`src/hw/frs_map.svh`:
```
// register command codes, field positions, reset values and codes for the fault retry sequencer
`ifndef FRS_MAP_SVH
`define FRS_MAP_SVH

// command codes of the registers held in this block
`define FRS_CMD_UV_REACTION 8'h45
`define FRS_CMD_OC_THRESHOLD 8'h46
`define FRS_CMD_OC_REACTION 8'h47
`define FRS_CMD_DELAY_UNIT 8'hD2

// field positions inside a reaction byte
`define FRS_MODE_MSB 7
`define FRS_MODE_LSB 6
`define FRS_RETRY_MSB 5
`define FRS_RETRY_LSB 3
`define FRS_DELAY_MSB 2
`define FRS_DELAY_LSB 0

// retry field codes
`define FRS_RETRY_NONE 3'h0
`define FRS_RETRY_ALWAYS 3'h7

// over-current response codes
`define FRS_OC_IGNORE 2'h0
`define FRS_OC_LV_LIMIT 2'h1
`define FRS_OC_DELAY 2'h2
`define FRS_OC_TRIP 2'h3

// under-voltage response code that shuts the output down
`define FRS_UV_DISABLE_RETRY 2'h2

// reset values
`define FRS_RST_OC_THRESHOLD 16'h0000
`define FRS_RST_OC_REACTION 8'h00
`define FRS_RST_UV_REACTION 8'h00
`define FRS_RST_DELAY_UNIT 16'h00C8
`define FRS_RST_RDATA 16'h0000

`endif

```
`src/hw/frs_pkg.sv`:
```
// types and helpers shared by the fault retry sequencer files
package frs_pkg;

   // sequencer states, gray coded along run -> limit -> wait -> latch
   typedef enum logic [2:0] {
      FRS_RUN = 3'b000,
      FRS_LIMIT = 3'b001,
      FRS_WAIT = 3'b011,
      FRS_LATCH = 3'b010,
      FRS_OFF = 3'b110
   } frs_state_t;

   // delay field value to number of delay units: two to the power of the field
   function automatic logic [7:0] frs_units(input logic [2:0] exp_val);
      frs_units = 8'h01 << exp_val;
   endfunction

endpackage

```
`src/hw/frs_delay_timer.sv`:
```
// delay timer counting a power-of-two number of delay units of programmable length
`timescale 1ns/1ps
module frs_delay_timer #(
   parameter int UNIT_W = 16
) (
   input wire logic sys_clk,
   input wire logic rst_b,
   input wire logic start,
   input wire logic [2:0] units_exp,
   input wire logic [UNIT_W-1:0] unit_len,
   output logic busy,
   output logic done
);
   import frs_pkg::*;

   logic [UNIT_W-1:0] pre;
   logic [UNIT_W-1:0] len_hold;
   logic [7:0] units;
   logic [2:0] exp_hold;
   int unsigned elapsed;

   // a zero unit length would stall forever, so it counts as one cycle
   wire logic [UNIT_W-1:0] len_m1 = (unit_len == '0) ? '0 : unit_len - 1'b1;
   wire logic [UNIT_W-1:0] hold_m1 = (len_hold == '0) ? '0 : len_hold - 1'b1;
   wire logic [7:0] units_m1 = frs_units(units_exp) - 8'h01;
   wire logic last_tick = busy && (pre == '0) && (units == 8'h00);

   ///////////////////////////////////////////////////////////////////////////
   // the unit length is captured at start so a later register write waits its turn
   always_ff @(posedge sys_clk or negedge rst_b) begin
      if (!rst_b) begin
         busy <= 1'b0;
         done <= 1'b0;
         pre <= '0;
         units <= 8'h00;
         len_hold <= '0;
         exp_hold <= 3'h0;
      end else if (start) begin
         busy <= 1'b1;
         done <= 1'b0;
         pre <= len_m1;
         units <= units_m1;
         len_hold <= unit_len;
         exp_hold <= units_exp;
      end else begin
         done <= last_tick;
         busy <= busy && !last_tick;
         if (busy && pre == '0) begin
            pre <= hold_m1;
            units <= units - 8'h01;
         end else if (busy) begin
            pre <= pre - 1'b1;
         end
      end
   end

   ///////////////////////////////////////////////////////////////////////////
   // cycles spent busy, watched only by the span check
   always_ff @(posedge sys_clk or negedge rst_b) begin
      if (!rst_b) begin
         elapsed <= 0;
      end else if (start) begin
         elapsed <= 0;
      end else if (busy) begin
         elapsed <= elapsed + 1;
      end
   end
endmodule // frs_delay_timer

```
`src/hw/frs_sequencer.sv`:
```
// over-current and under-voltage fault response sequencer with its registers
`timescale 1ns/1ps
`include "frs_map.svh"

// Operation
// - retry codes two to six restart that often
// - code seven restarts until off or bias lost
// - restart spacing is delay count times unit; in mode two the hold runs first, so attempt starts lie one hold further apart
// - delay field gives two-power number of units
// - one delay count serves hold or spacing
// - unit length comes from its own register
// - sixteen bit over-current threshold, read and write
// - every over-current fault sets status and notifies
// - code zero keeps limiting current indefinitely
// - code one shuts down on low voltage
// - code two limits for delay, then retries
// - code three shuts down at once, then retries
// - retry code zero never restarts, stays off
// - reaction bits five to three count restarts
// - retry code one restarts exactly once
// - latched fault cleared by clear, reset, cycling
// - under-voltage code two disables then retries
module frs_sequencer #(
   parameter int UNIT_W = 16
) (
   input wire logic sys_clk,
   input wire logic rst_b,
   input wire logic reg_wr,
   input wire logic reg_rd,
   input wire logic [7:0] reg_cmd,
   input wire logic [15:0] reg_wdata,
   output logic [15:0] reg_rdata,
   output logic reg_ack,
   input wire logic oc_detect,
   input wire logic lv_detect,
   input wire logic uv_detect,
   input wire logic on_cmd,
   input wire logic bias_ok,
   input wire logic clear_faults,
   input wire logic clear_oc_bit,
   input wire logic clear_uv_bit,
   output logic out_enable,
   output logic cc_limit,
   output logic fault_latched,
   output logic [15:0] oc_threshold,
   output logic oc_fault_status,
   output logic uv_fault_status,
   output logic alert
);
   import frs_pkg::*;

   frs_state_t state;
   frs_state_t next_state;
   logic [7:0] oc_reaction;
   logic [7:0] uv_reaction;
   logic [UNIT_W-1:0] delay_unit;
   logic [7:0] snap_resp;
   logic [2:0] retries_left;
   logic budget_loaded;
   logic power_q;
   logic timer_busy;
   logic timer_done;

   ///////////////////////////////////////////////////////////////////////////
   // register decode
   wire logic wr_thr = reg_wr && (reg_cmd == `FRS_CMD_OC_THRESHOLD);
   wire logic wr_ocr = reg_wr && (reg_cmd == `FRS_CMD_OC_REACTION);
   wire logic wr_uvr = reg_wr && (reg_cmd == `FRS_CMD_UV_REACTION);
   wire logic wr_unit = reg_wr && (reg_cmd == `FRS_CMD_DELAY_UNIT);
   // unmapped codes read as zero and ignore writes
   wire logic [15:0] next_rdata =
      (reg_cmd == `FRS_CMD_OC_THRESHOLD) ? oc_threshold :
      (reg_cmd == `FRS_CMD_OC_REACTION) ? {8'h00, oc_reaction} :
      (reg_cmd == `FRS_CMD_UV_REACTION) ? {8'h00, uv_reaction} :
      (reg_cmd == `FRS_CMD_DELAY_UNIT) ? 16'(delay_unit) : 16'h0000;

   ///////////////////////////////////////////////////////////////////////////
   // configuration registers
   always_ff @(posedge sys_clk or negedge rst_b) begin
      if (!rst_b) begin
         oc_threshold <= `FRS_RST_OC_THRESHOLD;
         oc_reaction <= `FRS_RST_OC_REACTION;
         uv_reaction <= `FRS_RST_UV_REACTION;
         delay_unit <= UNIT_W'(`FRS_RST_DELAY_UNIT);
      end else begin
         if (wr_thr) oc_threshold <= reg_wdata;
         if (wr_ocr) oc_reaction <= reg_wdata[7:0];
         if (wr_uvr) uv_reaction <= reg_wdata[7:0];
         if (wr_unit) delay_unit <= UNIT_W'(reg_wdata);
      end
   end

   // read data and acknowledge, one cycle after the strobe
   always_ff @(posedge sys_clk or negedge rst_b) begin
      if (!rst_b) begin
         reg_rdata <= `FRS_RST_RDATA;
         reg_ack <= 1'b0;
      end else begin
         reg_ack <= reg_wr || reg_rd;
         if (reg_rd) reg_rdata <= next_rdata;
      end
   end

   ///////////////////////////////////////////////////////////////////////////
   // power, clear and detection terms
   wire logic power_ok = on_cmd && bias_ok;
   wire logic fresh_on = power_ok && !power_q;
   wire logic latch_clear = clear_faults || clear_oc_bit || clear_uv_bit || fresh_on;
   wire logic running = (state == FRS_RUN) || (state == FRS_LIMIT);
   wire logic oc_hit = (state == FRS_RUN) && oc_detect;
   wire logic [1:0] live_mode = oc_reaction[`FRS_MODE_MSB:`FRS_MODE_LSB];
   wire logic [1:0] snap_mode = snap_resp[`FRS_MODE_MSB:`FRS_MODE_LSB];
   wire logic uv_shut = (state == FRS_RUN) && !oc_detect && uv_detect &&
      (uv_reaction[`FRS_MODE_MSB:`FRS_MODE_LSB] == `FRS_UV_DISABLE_RETRY);
   // the byte of the fault being detected now, else the one captured at detection
   wire logic [7:0] live_resp = oc_hit ? oc_reaction : uv_reaction;
   wire logic [7:0] act_resp = (state == FRS_RUN) ? live_resp : snap_resp;

   // shutdown causes per response mode
   wire logic trip_now = oc_hit && (live_mode == `FRS_OC_TRIP);
   wire logic lv_trip = (state == FRS_LIMIT) && oc_detect && lv_detect &&
      (snap_mode == `FRS_OC_LV_LIMIT);
   wire logic delay_trip = (state == FRS_LIMIT) && oc_detect && timer_done &&
      (snap_mode == `FRS_OC_DELAY);
   wire logic shut_now = trip_now || uv_shut || lv_trip || delay_trip;
   wire logic enter_limit = oc_hit && (live_mode != `FRS_OC_TRIP);

   // retry budget, taken fresh from the reaction byte after every reload
   wire logic [2:0] budget = budget_loaded ? retries_left :
      act_resp[`FRS_RETRY_MSB:`FRS_RETRY_LSB];
   wire logic can_retry = (budget != `FRS_RETRY_NONE);
   wire logic restart = (state == FRS_WAIT) && power_ok && !timer_busy;

   // the timer runs for the hold in mode two, or the spacing between attempt starts
   wire logic hold_start = enter_limit && (live_mode == `FRS_OC_DELAY) && power_ok;
   wire logic wait_start = shut_now && can_retry && !timer_busy && power_ok;
   wire logic timer_start = hold_start || wait_start || restart;
   wire logic [2:0] timer_exp = (state == FRS_RUN) ? live_resp[`FRS_DELAY_MSB:`FRS_DELAY_LSB] :
      snap_resp[`FRS_DELAY_MSB:`FRS_DELAY_LSB];

   ///////////////////////////////////////////////////////////////////////////
   // one timer serves both uses; in mode two the hold after a restart cuts short the spacing run that restart began
   frs_delay_timer #(
      .UNIT_W(UNIT_W)
   ) u_timer (
      .sys_clk(sys_clk),
      .rst_b(rst_b),
      .start(timer_start),
      .units_exp(timer_exp),
      .unit_len(delay_unit),
      .busy(timer_busy),
      .done(timer_done)
   );

   ///////////////////////////////////////////////////////////////////////////
   // next state; losing power or the on command outranks every fault step
   always_comb begin
      next_state = state;
      if (!power_ok) begin
         next_state = FRS_OFF;
      end else begin
         case (state)
            FRS_RUN: begin
               if (shut_now) next_state = can_retry ? FRS_WAIT : FRS_LATCH;
               else if (enter_limit) next_state = FRS_LIMIT;
            end
            FRS_LIMIT: begin
               if (shut_now) next_state = can_retry ? FRS_WAIT : FRS_LATCH;
               else if (!oc_detect) next_state = FRS_RUN;
            end
            FRS_WAIT: begin
               if (restart) next_state = FRS_RUN;
            end
            FRS_LATCH: begin
               if (latch_clear) next_state = FRS_RUN;
            end
            FRS_OFF: begin
               next_state = FRS_RUN;
            end
            default: begin
               next_state = FRS_OFF;
            end
         endcase
      end
   end

   // state and the outputs that follow it
   always_ff @(posedge sys_clk or negedge rst_b) begin
      if (!rst_b) begin
         state <= FRS_OFF;
         out_enable <= 1'b0;
         cc_limit <= 1'b0;
         fault_latched <= 1'b0;
         power_q <= 1'b0;
      end else begin
         state <= next_state;
         out_enable <= (next_state == FRS_RUN) || (next_state == FRS_LIMIT);
         cc_limit <= (next_state == FRS_LIMIT);
         fault_latched <= (next_state == FRS_LATCH);
         power_q <= power_ok;
      end
   end

   ///////////////////////////////////////////////////////////////////////////
   // response capture at detection, so a write mid-sequence waits for the next fault
   always_ff @(posedge sys_clk or negedge rst_b) begin
      if (!rst_b) begin
         snap_resp <= `FRS_RST_OC_REACTION;
      end else if (state == FRS_RUN && (oc_detect || uv_shut)) begin
         snap_resp <= live_resp;
      end
   end

   // remaining restarts; code seven never counts down
   always_ff @(posedge sys_clk or negedge rst_b) begin
      if (!rst_b) begin
         retries_left <= `FRS_RETRY_NONE;
         budget_loaded <= 1'b0;
      end else if (fresh_on || latch_clear || !power_ok) begin
         budget_loaded <= 1'b0;
      end else if (shut_now && can_retry) begin
         retries_left <= budget;
         budget_loaded <= 1'b1;
      end else if (restart && retries_left != `FRS_RETRY_ALWAYS) begin
         retries_left <= retries_left - 3'h1;
      end
   end

   ///////////////////////////////////////////////////////////////////////////
   // sticky status bits: a new fault in the clearing cycle still sets
   wire logic oc_set = running && oc_detect;
   wire logic uv_set = running && uv_detect;
   wire logic oc_clr = clear_faults || clear_oc_bit || fresh_on || !bias_ok;
   wire logic uv_clr = clear_faults || clear_uv_bit || fresh_on || !bias_ok;
   wire logic next_oc_stat = oc_set || (oc_fault_status && !oc_clr);
   wire logic next_uv_stat = uv_set || (uv_fault_status && !uv_clr);

   always_ff @(posedge sys_clk or negedge rst_b) begin
      if (!rst_b) begin
         oc_fault_status <= 1'b0;
         uv_fault_status <= 1'b0;
         alert <= 1'b0;
      end else begin
         oc_fault_status <= next_oc_stat;
         uv_fault_status <= next_uv_stat;
         alert <= next_oc_stat || next_uv_stat;
      end
   end
endmodule // frs_sequencer

```
`config.mk`:
```
export PLATFORM = sky130hd
export DESIGN_NAME = frs_sequencer
export DESIGN_NICKNAME = d
export VERILOG_FILES = /design/src/hw/frs_pkg.sv /design/src/hw/frs_delay_timer.sv /design/src/hw/frs_sequencer.sv
export VERILOG_INCLUDE_DIRS = /design/src /design/src/hw
export SDC_FILE = /design/constraint.sdc
export NUM_CORES = 1
export LEC_CHECK = 0
export ABC_CLOCK_PERIOD_IN_PS = 6300
export BUFFER_PORTS_ARGS = -buffer_cell sky130_fd_sc_hd__buf_2
export CORE_MARGIN = 8
export CORE_UTILIZATION = 60
export CTS_CLUSTER_DIAMETER = 120
export DETAILED_ROUTE_END_ITERATION = 10
export PLACE_DENSITY = 0.92
export SYNTH_ARGS = -nofsm -noshare
export SYNTH_HDL_FRONTEND = slang
export SYNTH_HIERARCHICAL = 1
export SYNTH_SLANG_ARGS = --single-unit
```
`constraint.sdc`:
```
create_clock -name sys_clk -period 6.3 [get_ports sys_clk]
set_input_delay 1.26 -clock sys_clk [delete_from_list [all_inputs] [get_ports sys_clk]]
set_output_delay 1.26 -clock sys_clk [all_outputs]
set_load 0.1 [all_outputs]
```
# After elaboration in Yosys (flattened, before gate mapping)
# Index checks and enable logic that the tools add are counted.
# W data, S select, Z words.
totals:
  register_bits: 129
  inputBits: 36
  output_inout_bits: 39
  wordCells: 152
op_classes:
  addsub: 6
  n_eq_ne: 17
  shift: 1
  n_mux: 30
  bitwise: 1
  reduce_logical: 75
ops:
  columns: ["cell", "count"]
  rows:
  - ["$mux W16", 9]
  - ["$logic_not A16 Y1", 3]
  - ["$sub A16 B1 Y16 const B", 3]
  - ["$logic_and A1 B1 Y1", 33]
  - ["$mux W3", 11]
  - ["$eq A8 B7 Y1 const B", 3]
  - ["$mux W8", 3]
  - ["$logic_or A1 B1 Y1", 22]
  - ["$sub A8 B1 Y8 const B", 2]
  - ["$pmux W3 S5", 1]
  - ["$eq A3 B2 Y1 const B", 3]
  - ["$eq A2 B2 Y1 const B", 4]
  - ["$eq A8 B8 Y1 const B", 1]
  - ["$logic_not A1 Y1", 8]
  - ["$logic_not A8 Y1", 1]
  - ["$shl A1 B3 Y8 const A", 1]
  - ["$eq A3 B1 Y1 const B", 2]
  - ["$logic_not A3 Y1", 2]
  - ["$mux W6", 1]
  - ["$reduce_bool A2 Y1", 3]
  - ["$reduce_bool A3 Y1", 2]
  - ["$mux W1", 5]
  - ["$eq A3 B3 Y1 const B", 1]
  - ["$ne A3 B3 Y1 const B", 1]
  - ["5 further kinds", 5]

# Logic depth before layout (Yosys ltp)
# Gate-level depths: netlist (run 1).
depth:
  word_depth: 13
  depth_mapped: 17
  mapped_depth_nobuf: 13

# Hierarchy
# Netlist (run 1), hierarchy kept.
modules_own_cells:
  columns: ["module", "instances", "cells_per_inst", "area_per_inst_um2", "seq_area_each_um2"]
  rows:
  - ["frs_sequencer", 1, 349, 4115.2, 2183.3]
  - ["frs_delay_timer", 1, 338, 2959.1, 1051.0]

# Worst setup path before layout (run 1)
# Ideal clock, no wire load.
synth_path:
  kind: "input-to-reg"
  from: "input oc_detect"
  to: "register u_timer.units[6]"
  setup_time_ns: 0.126
  arrival_time_ns: 4.372
  path_slack_ns: 1.802
  stages: 17
  path_buffers: 5
  cell_sequence: "buf_2 > or4b_1 > buf_6 > a2bb2o_4 > a41oi_4 > nor2_4 > o21bai_1 > a21oi_1 > buf_2 > buf_1 > clkbuf_1 > a31oi_1 > ha_1 > and3_1 > nand3_1 > xnor2_1 > a21oi_1"
synth_via:
  elab_chain_len: 13
synth_lines:
  columns: ["element", "line_no", "source"]
  rows:
  - ["start, declared", "frs_sequencer.sv:34", "input wire logic oc_detect,"]
  - ["branches (longest 10 deep; another with $mux W8)", null, null]
  - ["$logic_or A1 B1 Y1 * (2 in a row)", "frs_sequencer.sv:137", "wire logic timer_start = hold_start || wait_start || restart;"]
  - ["named net timer_start", "frs_sequencer.sv:137", null]
  - ["$mux W8 / $reduce_bool A2 Y1 (equally long branches)", null, null]
  - ["end signal, assigned", "frs_delay_timer.sv:42", "units <= units_m1;"]
  - ["end signal, assigned", "frs_delay_timer.sv:50", "units <= units - 8'h01;"]
  - ["end, declared", "frs_delay_timer.sv:18", "logic [7:0] units;"]
# Mark *: on every way through the listed nets, which the timed path passes.
# A chain may end at the register's enable or synchronous reset.

# Worst setup path in the final report (run 1)
layout_path:
  from: "input oc_detect"
  to: "register u_timer.pre[14]"
layout_via:
  elab_chain_len: 13
layout_lines:
  columns: ["element", "line_no", "source"]
  rows:
  - ["branches (longest 10 deep; another with $mux W8)", null, null]
  - ["$logic_or A1 B1 Y1 * (2 in a row)", "frs_sequencer.sv:137", null]
  - ["named net timer_start", "frs_sequencer.sv:137", null]
  - ["$reduce_bool A3 Y1 (no line) / $mux W16 (equally long branches)", null, null]
  - ["end signal, assigned", "frs_delay_timer.sv:41", "pre <= len_m1;"]
  - ["end signal, assigned", "frs_delay_timer.sv:49", "pre <= hold_m1;"]
  - ["end signal, assigned", "frs_delay_timer.sv:52", "pre <= pre - 1'b1;"]
  - ["end, declared", "frs_delay_timer.sv:16", "logic [UNIT_W-1:0] pre;"]
# Marks and branches as above.

==> results of run 1 <==
## worst paths after layout
path | end | slack, ns
max | u_timer/pre[14] | 1.58
min | u_timer/pre[6] | 0.51
max reg2reg | u_timer/pre[14] | 2.17
min reg2reg | u_timer/pre[6] | 0.51
max in group asynchronous | delay_unit[13] | 3.99
min in group asynchronous | oc_reaction[5] | 0.86
## through the flow
step | cells | power [mW] | hold slack [ns] | instance area [um2]
after floorplan | 687 | 1.22 | 0.451 | 7070
after global placement | 878 | 1.31 | 0.466 | 7510
after detailed placement | 878 | 1.32 | 0.484 | 7510
after CTS | 909 | 2.39 | 0.507 | 8140
after global routing | 909 | 2.45 | 0.553 | 8140
final | 909 | 2.41 | 0.506 | 8140
## routing by layer
| metal | routed length (um) | track usage [%] |
|---|---|---|
| met3 | 2370 | 7.11 |
| met2 | 10200 | 43.5 |
| met1 | 8090 | 32.5 |
| met5 | 0 | 0 |
| met4 | 1510 | 19.6 |
## worst reg2reg max path: stages (launching register included)
cell                       delay [ns]
sky130_fd_sc_hd__dfrtp_1         0.51
sky130_fd_sc_hd__or4b_1          0.83
sky130_fd_sc_hd__a2bb2o_4        0.32
sky130_fd_sc_hd__a41oi_4         0.06
sky130_fd_sc_hd__nor2_4          0.21
sky130_fd_sc_hd__o21bai_1        0.10
sky130_fd_sc_hd__a21oi_2         0.50
sky130_fd_sc_hd__buf_4           0.43
sky130_fd_sc_hd__o21ai_1         0.46
sky130_fd_sc_hd__a21oi_1         0.40
sky130_fd_sc_hd__o22ai_1         0.13
sky130_fd_sc_hd__nor2_1          0.11
## state kept, by name, summed over array words and instances (netlist names), 3 cells and up
name              cells
state                 3
u_timer/len_hold     16
u_timer/units         8
retries_left          3
uv_reaction           8
snap_resp             8
delay_unit           16
oc_threshold         16
reg_rdata            16
oc_reaction           8
u_timer/pre          16
## layout make-up
| cell class | count | area (um2) | share of cell area [%] |
|---|---|---|---|
| tap | 143 | 179 | 2.20 |
| clock inverter | 12 | 180 | 2.21 |
| multi-input combinational | 510 | 3630 | 44.7 |
| sequential | 129 | 3230 | 39.8 |
| timing repair buffer | 77 | 395 | 4.86 |
| inverter | 19 | 71.3 | 0.877 |
| clock buffer | 19 | 443 | 5.44 |
## kinds of logic (layout without fill, tap and decap cells)
logic type               after synthesis  after routing  synth area share [%]
adder cells (fa/ha/maj)                8              8                  1.41
multiplexers                          79             79                  12.4
AND/OR/NAND/NOR                      230            230                  17.3
flip-flops                           129            129                  45.7
buffers and inverters                 48            127                  3.06
XOR/XNOR                              34             34                  4.21
AO/OA/AOI/OAI                        159            159                  15.9
## power breakdown
group | internal (mW) | switching, mW
clock | 0.674 | 0.394
combinational | 0.118 | 0.285
sequential | 0.875 | 0.0601
total | 1.67 | 0.740
## cell usage in the layout (no fill, tap or decap), types with 7 or more instances in the layout
| cell | n |
|---|---|
| sky130_fd_sc_hd__buf_2 | 73 |
| sky130_fd_sc_hd__ha_1 | 8 |
| sky130_fd_sc_hd__inv_1 | 19 |
| sky130_fd_sc_hd__o21ai_1 | 9 |
| sky130_fd_sc_hd__nor2_1 | 75 |
| sky130_fd_sc_hd__nor3_1 | 20 |
| sky130_fd_sc_hd__o21ai_0 | 24 |
| sky130_fd_sc_hd__mux2_2 | 66 |
| sky130_fd_sc_hd__nand2_1 | 44 |
| sky130_fd_sc_hd__xnor2_1 | 14 |
| sky130_fd_sc_hd__nor2b_1 | 8 |
| sky130_fd_sc_hd__a22oi_1 | 12 |
| sky130_fd_sc_hd__nor4_1 | 12 |
| sky130_fd_sc_hd__a21oi_1 | 44 |
| sky130_fd_sc_hd__dfrtp_1 | 124 |
| sky130_fd_sc_hd__a221oi_1 | 8 |
| sky130_fd_sc_hd__or3_1 | 7 |
| sky130_fd_sc_hd__mux2i_1 | 12 |
| sky130_fd_sc_hd__nand3_1 | 10 |
| sky130_fd_sc_hd__clkbuf_16 | 17 |
| sky130_fd_sc_hd__a22o_1 | 11 |
| sky130_fd_sc_hd__xor2_1 | 20 |
| sky130_fd_sc_hd__a31oi_1 | 8 |
==> results.md, run 1 <==
Outcome:
- The run finished with clean final reports.

Synth:
- The commonest cells after synthesis are sky130_fd_sc_hd__dfrtp_1, sky130_fd_sc_hd__nor2_1, sky130_fd_sc_hd__mux2_2, sky130_fd_sc_hd__a21oi_1, sky130_fd_sc_hd__nand2_1.
- Yosys attributes the largest share of cell area to sky130_fd_sc_hd__dfrtp_1, sky130_fd_sc_hd__mux2_2, sky130_fd_sc_hd__nor2_1.
- The total of flip-flops plus latches after synthesis is 129.
- The average footprint of a synthesized cell is ~10 um2.
- The total of warnings raised by yosys is 6.
- The number of synthesized flops with an enable pin is 0.
- The netlist area before placement is between 7000 and 8000 um2.
- The dominant synthesized flop cell is sky130_fd_sc_hd__dfrtp_1.
- Counting every instance in the synthesized netlist gives 687.
- The fraction of synthesized cell area taken by the top area cell type is between 40% and 50%.
- In this run, distinct cell masters in the synthesized netlist total 74.
- Synthesis produced a netlist with a net count of 731.
- Of all cell types, the one taking the most synthesized area is sky130_fd_sc_hd__dfrtp_1.
- The leading cell type by number of instances after synthesis is sky130_fd_sc_hd__dfrtp_1.
- The sequential cell area fraction in the yosys report is a little under half.
- The async set-or-reset flop fraction in the synthesized netlist is 100%.

Drt:
- The first TritonRoute pass finished after 6 iterations.
- Once detail routing completed, the nets flagged for antenna violations numbered 0.
- In the routed design, unresolved DRC markers number 0.
- The DRC marker count from the first detailed-route iteration is 994.
- After detailed routing, the total wire length is 22.2 mm.
- After detailed routing, the number of vias per cell comes to between 7 and 8.
- For this block, the via count after detailed routing is 6,411.
- In the final routed layout, each cell accounts on average for 24.4 um.

Placement:
- The HPWL reported at the end of detailed placement is 13.4 mm.
- The setup slack after placement is about 1.2 ns.
- The placer's final routability congestion estimate is 0.892.
- Port buffering added 74 buffers.

Worst setup path:
- The startpoint kind of the worst setup timing path is an input port.
- On the worst path, the slowest cell contributes a delay of roughly 0.74 ns.
- The source of the critical timing path is oc_detect.
- Data on the critical path arrives at its endpoint at 5.07 ns.
- The slowest stage of the critical path belongs to the cell sky130_fd_sc_hd__or4b_1.
- The family with the most delay on the worst path is compound AO/OA/AOI/OAI gates.
- The buffering stage count on the worst path with inverters included is 2.
- In this run the critical register-to-register path is launched from state[0].
- Data on the critical path is required at its endpoint by 6.65 ns.
- The critical path runs through a total of 12 cells.
- STA classifies the critical path endpoint as a flop.
- Traced cell by cell, the critical path runs through buf_2 -> or4b_1 -> a2bb2o_4 -> a41oi_4 -> nor2_4 -> o21bai_1 -> a21oi_2 -> buf_4 -> o21ai_1 -> a21oi_1 -> o22ai_1 -> nor2_1.
- The worst reg2reg path depth is 11.
- Of all nets on the critical path, the largest fanout is 27.
- By startpoint and endpoint, the worst setup path is classified as in2reg.

Clock tree:
- Clock latency on the worst-skew pair, taken at its later pin, is 0.42 ns.
- The clock transition time at the flip-flop clock pins of the worst setup and hold paths is 0.06 ns.
- The number of setup buffers added after CTS is 0.
- In this run the number of H-tree levels came out at 4.
- The number of buffers between clock root and the deepest sink is 2.
- The number of clock buffers added by TritonCTS is 17.
- The number of hold buffers added after CTS is 0.
- The TritonCTS clock tree is yes.
- The number of instances resized during post-cts repair is 0.
- The cell at the root of the clock tree is sky130_fd_sc_hd__clkbuf_16.
- The clock net sink count is 129.

Die:
- The die covers 15,500 um2.
- From bottom edge to top edge, the die measures 125 um.
- The core region is 11,500 um2.
- The initial core utilization is 61.7%.
- 75 I/O pins were placed.
- The die outline width is 125 um.
- The number of standard-cell rows in the floorplan is 39.

STA:
- Setup violations remaining at the end of the flow were counted as 0.
- The number of failing hold endpoints at the final stage is 0.
- The final critical path takes up 75.0% of the cycle.
- For this run, the top clock speed supported by timing is 0.212 GHz.
- In the post-route analysis, the smallest setup slack over all paths is 1.58 ns.
- For the pin with the worst max-slew slack, the measured transition is approximately 1.3 ns.
- The setup TNS is 0 ns.
- Setup repair after global routing left no endpoint under its margin.
- The total count of max-transition violations in the final report was 0.
- The setup skew after layout is ~0.01 ns.
- Measured against its own limit, the worst slew margin works out to 14.1%.
- The worst path needs about 4.7 ns of the cycle, external delays included.

Global route:
- The global-route wire length before repair is ~35 mm.
- The overflow left after global routing is 0.
- The number of antenna violations at the first check in global routing came to 0.
- Entering global routing, the biggest net connects 80 pins.
- Global routing used 27.7% of the available tracks across all layers.
- The number of global-route vias before repair is 6,518.

Run:
- Max-cap violations in this run came to 0.

Layout:
- The number of antenna diodes in the final layout is 0.
- The fraction of the core area covered by cells at the end of the flow is between 70% and 80%.
- The area growth from synthesis to layout is 15.0%.
- The final layout contains 798 nets.
- The layout cell share with drive strength beyond 1 is 28.2%.
- Counting the fill cells in the layout gives 636.

Min path:
- In this run the worst hold path is classified as reg2reg.
- In this run the most critical hold path is launched from u_timer/pre[6].
- The worst hold path passes through 2 cells.

Power and ir drop:
- The analysis attributes to cell leakage a power of 3.86 nW.
- Across the VDD grid, the largest voltage drop is 0.223 mV.
- The areal power density over the cells is 296 nW/um2.
(Power assumes the default switching activity.)
==> run 2: changes to the inputs <==
--- a/config.mk
+++ b/config.mk
@@ -6,13 +6,13 @@
 export SDC_FILE = /design/constraint.sdc
 export NUM_CORES = 1
 export LEC_CHECK = 0
-export ABC_CLOCK_PERIOD_IN_PS = 6300
+export ABC_CLOCK_PERIOD_IN_PS = 4750
 export BUFFER_PORTS_ARGS = -buffer_cell sky130_fd_sc_hd__buf_2
 export CORE_MARGIN = 8
-export CORE_UTILIZATION = 60
+export CORE_UTILIZATION = 59
 export CTS_CLUSTER_DIAMETER = 120
 export DETAILED_ROUTE_END_ITERATION = 10
-export PLACE_DENSITY = 0.92
+export PLACE_DENSITY = 0.91
 export SYNTH_ARGS = -nofsm -noshare
 export SYNTH_HDL_FRONTEND = slang
 export SYNTH_HIERARCHICAL = 1
==> constraint.sdc (replaced) <==
create_clock -name sys_clk -period 4.75 [get_ports sys_clk]
set_input_delay 0.95 -clock sys_clk [delete_from_list [all_inputs] [get_ports sys_clk]]
set_output_delay 0.95 -clock sys_clk [all_outputs]
set_load 0.1 [all_outputs]
==> run 2 against run 1 <==
Sequential share of layout area shrank 0.22 points. Sequential power grew 33%. Clock-buffer cell count shrank 1. Global-route usage shrank 1.2 points. Critical path depth is the same. Cell count grew 0.99%. Setup slack lost 0.95 ns. Combinational power grew 30%.
==> results.md, run 2 (synthesis results as in run 1) <==
STA:
- The worst relative slew slack is 18.3% (was 14.1%).
- The final hold slack was 0.506 ns (about the same).
- Static timing analysis puts the maximum clock frequency at 0.243 GHz.
- The total count of max-transition violations in the final report is 0 (unchanged).
- RSZ-0062 raised after global routing: no (unchanged).
- After layout, the minimum clock period comes to 4.12 ns.
- The worst path setup slack after routing is 0.631 ns (was 1.58 ns).
- The setup TNS came to 0 ns (unchanged).
- The number of failing hold endpoints at the final stage is 0 (unchanged).
- The slew at the pin closest to its max-slew limit is 1.22 ns (was 1.28 ns).
- The period utilization is 86.7%.
- The total setup violations reported at the end of the flow is 0 (unchanged).
- The setup skew after layout is 0.0124 ns (was 0.0101 ns).

Drt:
- The per-cell via count in the routed design is 6.89 (was 7.05).
- The DRC marker count from the first detailed-route iteration came to 715 (was 994).
- The post-route antenna net violation count came to 0 (unchanged).
- The remaining routing DRC violations was 0 (unchanged).
- The detailed-route wire length came to 20.8 mm (was 22.2 mm).
- The final routed wire length divided by cell count was 22.7 um (was 24.4 um).
- The via count is 6,326 (was 6,411).
- The number of optimization iterations in the first detailed-route pass is 6 (unchanged).

Power and ir drop:
- The leakage power figure is 3.89 nW (was 3.86 nW).
- The power dissipated by switching net loads was 966 uW (was 740 uW).
- The share of power burned in the clock network is 44.5% (was 44.4%).
- The part of the power in combinational logic is 16.5% (was 16.8%).
- The largest voltage drop on the vdd net is 0.356 mV (was 0.223 mV).
- The areal power density over the cells is 388 nW/um2 (was 296 nW/um2).
- The internal power contribution is 2.21 mW (was 1.67 mW).
- The sequential share of power is 39.0% (was 38.9%).
- The switching share of power is 30.5% (was 30.7%).
- The overall power consumption is 3.17 mW (was 2.41 mW).

Layout:
- The fraction of the core area covered by cells at the end of the flow is 69.0% (was 71.0%).
- The layout overhead on the synthesized area is 15.7% (was 15.0%).
- The layout net count is 802 (was 798).
- The count of fill cells added during filler insertion came to 674 (was 636).
- The diode insertion count for antenna repair is 0 (unchanged).
- The total area of multi-input combinational cells came to 3630 um2 (unchanged).
- The layout cell share with drive strength beyond 1 came to 28.7% (was 28.2%).
- The register cell area after layout is 3230 um2 (unchanged).
- The most common cell after layout, fill and taps aside is sky130_fd_sc_hd__dfrtp_1 (unchanged).
- Commonest non-fill, non-tap cells in the layout: sky130_fd_sc_hd__dfrtp_1, sky130_fd_sc_hd__nor2_1, sky130_fd_sc_hd__buf_2, sky130_fd_sc_hd__mux2_2 (unchanged).

Worst setup path:
- The critical path start-end classification is in2reg (unchanged).
- The maximum net fanout on the critical path was 28 (was 27).
- The kind of end point of the critical path is a flop (unchanged).
- The worst path arrival time is 4.48 ns (was 5.07 ns).
- The startpoint kind of the worst setup timing path is an input port (unchanged).
- The required time reported for the critical path endpoint is 5.11 ns (was 6.65 ns).

Placement:
- The setup slack after placement is 0.355 ns (was 1.23 ns).
- The placer's final routability congestion estimate is 0.894 (was 0.892).
- The quantity of I/O buffers inserted on ports is 74 (unchanged).
- The HPWL reported at the end of detailed placement came to 13.5 mm (was 13.4 mm).

Min path:
- The kind of path behind the tightest hold check was reg2reg (unchanged).

Clock tree:
- The clock transition time at the flip-flop clock pins of the worst setup and hold paths came to 0.07 ns (was 0.06 ns).
- The number of buffers between clock root and the deepest sink was 2 (unchanged).
- The TritonCTS clock tree is yes (unchanged).
- The number of hold buffers added after CTS is 0 (unchanged).
- The clock net sink count is 129 (unchanged).
- The buffer count from post-CTS setup fixing was 0 (unchanged).
- The clock latency on the worst-skew pair came to 0.43 ns (was 0.42 ns).
- The total clock buffers created by CTS came to 17 (unchanged).
- The number of instances resized during post-cts repair came to 0 (unchanged).
- The maximum level of the CTS H-tree is 4 (unchanged).
- The cell at the root of the clock tree is sky130_fd_sc_hd__clkbuf_16 (unchanged).

Global route:
- The number of antenna violations at the first check in global routing is 0 (unchanged).
- The maximum number of pins on one net before global-route repair is 60 (was 80).
- The global-route wire length before repair is 33.5 mm (was 35.3 mm).
- The overflow left after global routing is 0 (unchanged).
- The number of global-route vias before repair is 6,407 (was 6,518).
- The total track usage is 26.5% (was 27.7%).

Die:
- The die outline width was 126 um (was 125 um).
- The initial core utilization was 59.6% (was 61.7%).
- The chip height is 126 um (was 125 um).
- The placeable core region is 11,900 um2 (was 11,500 um2).
- The number of standard-cell rows in the floorplan was 40 (was 39).
- The number of I/O pins was 75 (unchanged).
- The area of the die came to 15,800 um2 (was 15,500 um2).

Outcome:
- Result of the run: finished, final reports clean (unchanged).

Run:
- The max capacitance violation total is 0 (unchanged).
[run 2: final timing paths]
| kind | to | cells after the start | slack, ns | from |
|---|---|---|---|---|
| worst max register to register | u_timer/pre[14] | 11 | 0.64 | state[0] |
| worst max-delay path | u_timer/pre[14] | 12 | 0.63 | oc_detect |
| max in group asynchronous | delay_unit[3] | 2 | 3.09 | rst_b |
| worst min-delay path | snap_resp[1] | 2 | 0.51 | snap_resp[1] |
| worst min register to register | snap_resp[1] | 2 | 0.51 | snap_resp[1] |
| min in group asynchronous | uv_reaction[5] | 1 | 0.60 | rst_b |
[run 2: final cells by class]
type,count,share of cell area [%]
Clock buffer,18,5.24
Clock inverter,14,2.51
Multi-Input combinational cell,510,44.4
Inverter,19,0.872
Timing Repair Buffer,81,5.20
Tap cell,147,2.25
Sequential cell,129,39.5
[run 2: critical path, stage by stage]
cell and delay [ns]:
sky130_fd_sc_hd__buf_2 0.09, sky130_fd_sc_hd__or4b_1 0.71, sky130_fd_sc_hd__a2bb2o_4 0.33, sky130_fd_sc_hd__a41oi_4 0.06, sky130_fd_sc_hd__nor2_4 0.21, sky130_fd_sc_hd__o21bai_1 0.10
sky130_fd_sc_hd__a21oi_2 0.45, sky130_fd_sc_hd__buf_4 0.43, sky130_fd_sc_hd__o21ai_1 0.50, sky130_fd_sc_hd__a21oi_1 0.37, sky130_fd_sc_hd__o22ai_1 0.14, sky130_fd_sc_hd__nor2_1 0.10
[run 2: through the flow]
stage | instance area (um2) | std cells
finish | 8180 | 918
global route | 8180 | 918
CTS | 8180 | 918
detailed placement | 7550 | 886
global placement | 7550 | 886
floorplan | 7070 | 687
[run 2: per-layer routing]
metal,vias up,GRT usage [%],part of all wire [%]
met4,0,17.0,5.6
li1,2664,-,-
met5,-,0,0
met2,455,43.7,49
met3,115,6.03,8.6
met1,3092,30.7,37
[run 2: power by group through the flow]
stage | Clock (mW) | Combinational [mW] | Sequential (mW)
6_report | 1.41 | 0.525 | 1.24
5_1_grt | 1.45 | 0.556 | 1.24
4_1_cts | 1.41 | 0.518 | 1.23
3_5_place_dp | 0 | 0.507 | 1.25
3_3_place_gp | 0 | 0.492 | 1.24
2_1_floorplan | 0 | 0.255 | 1.36
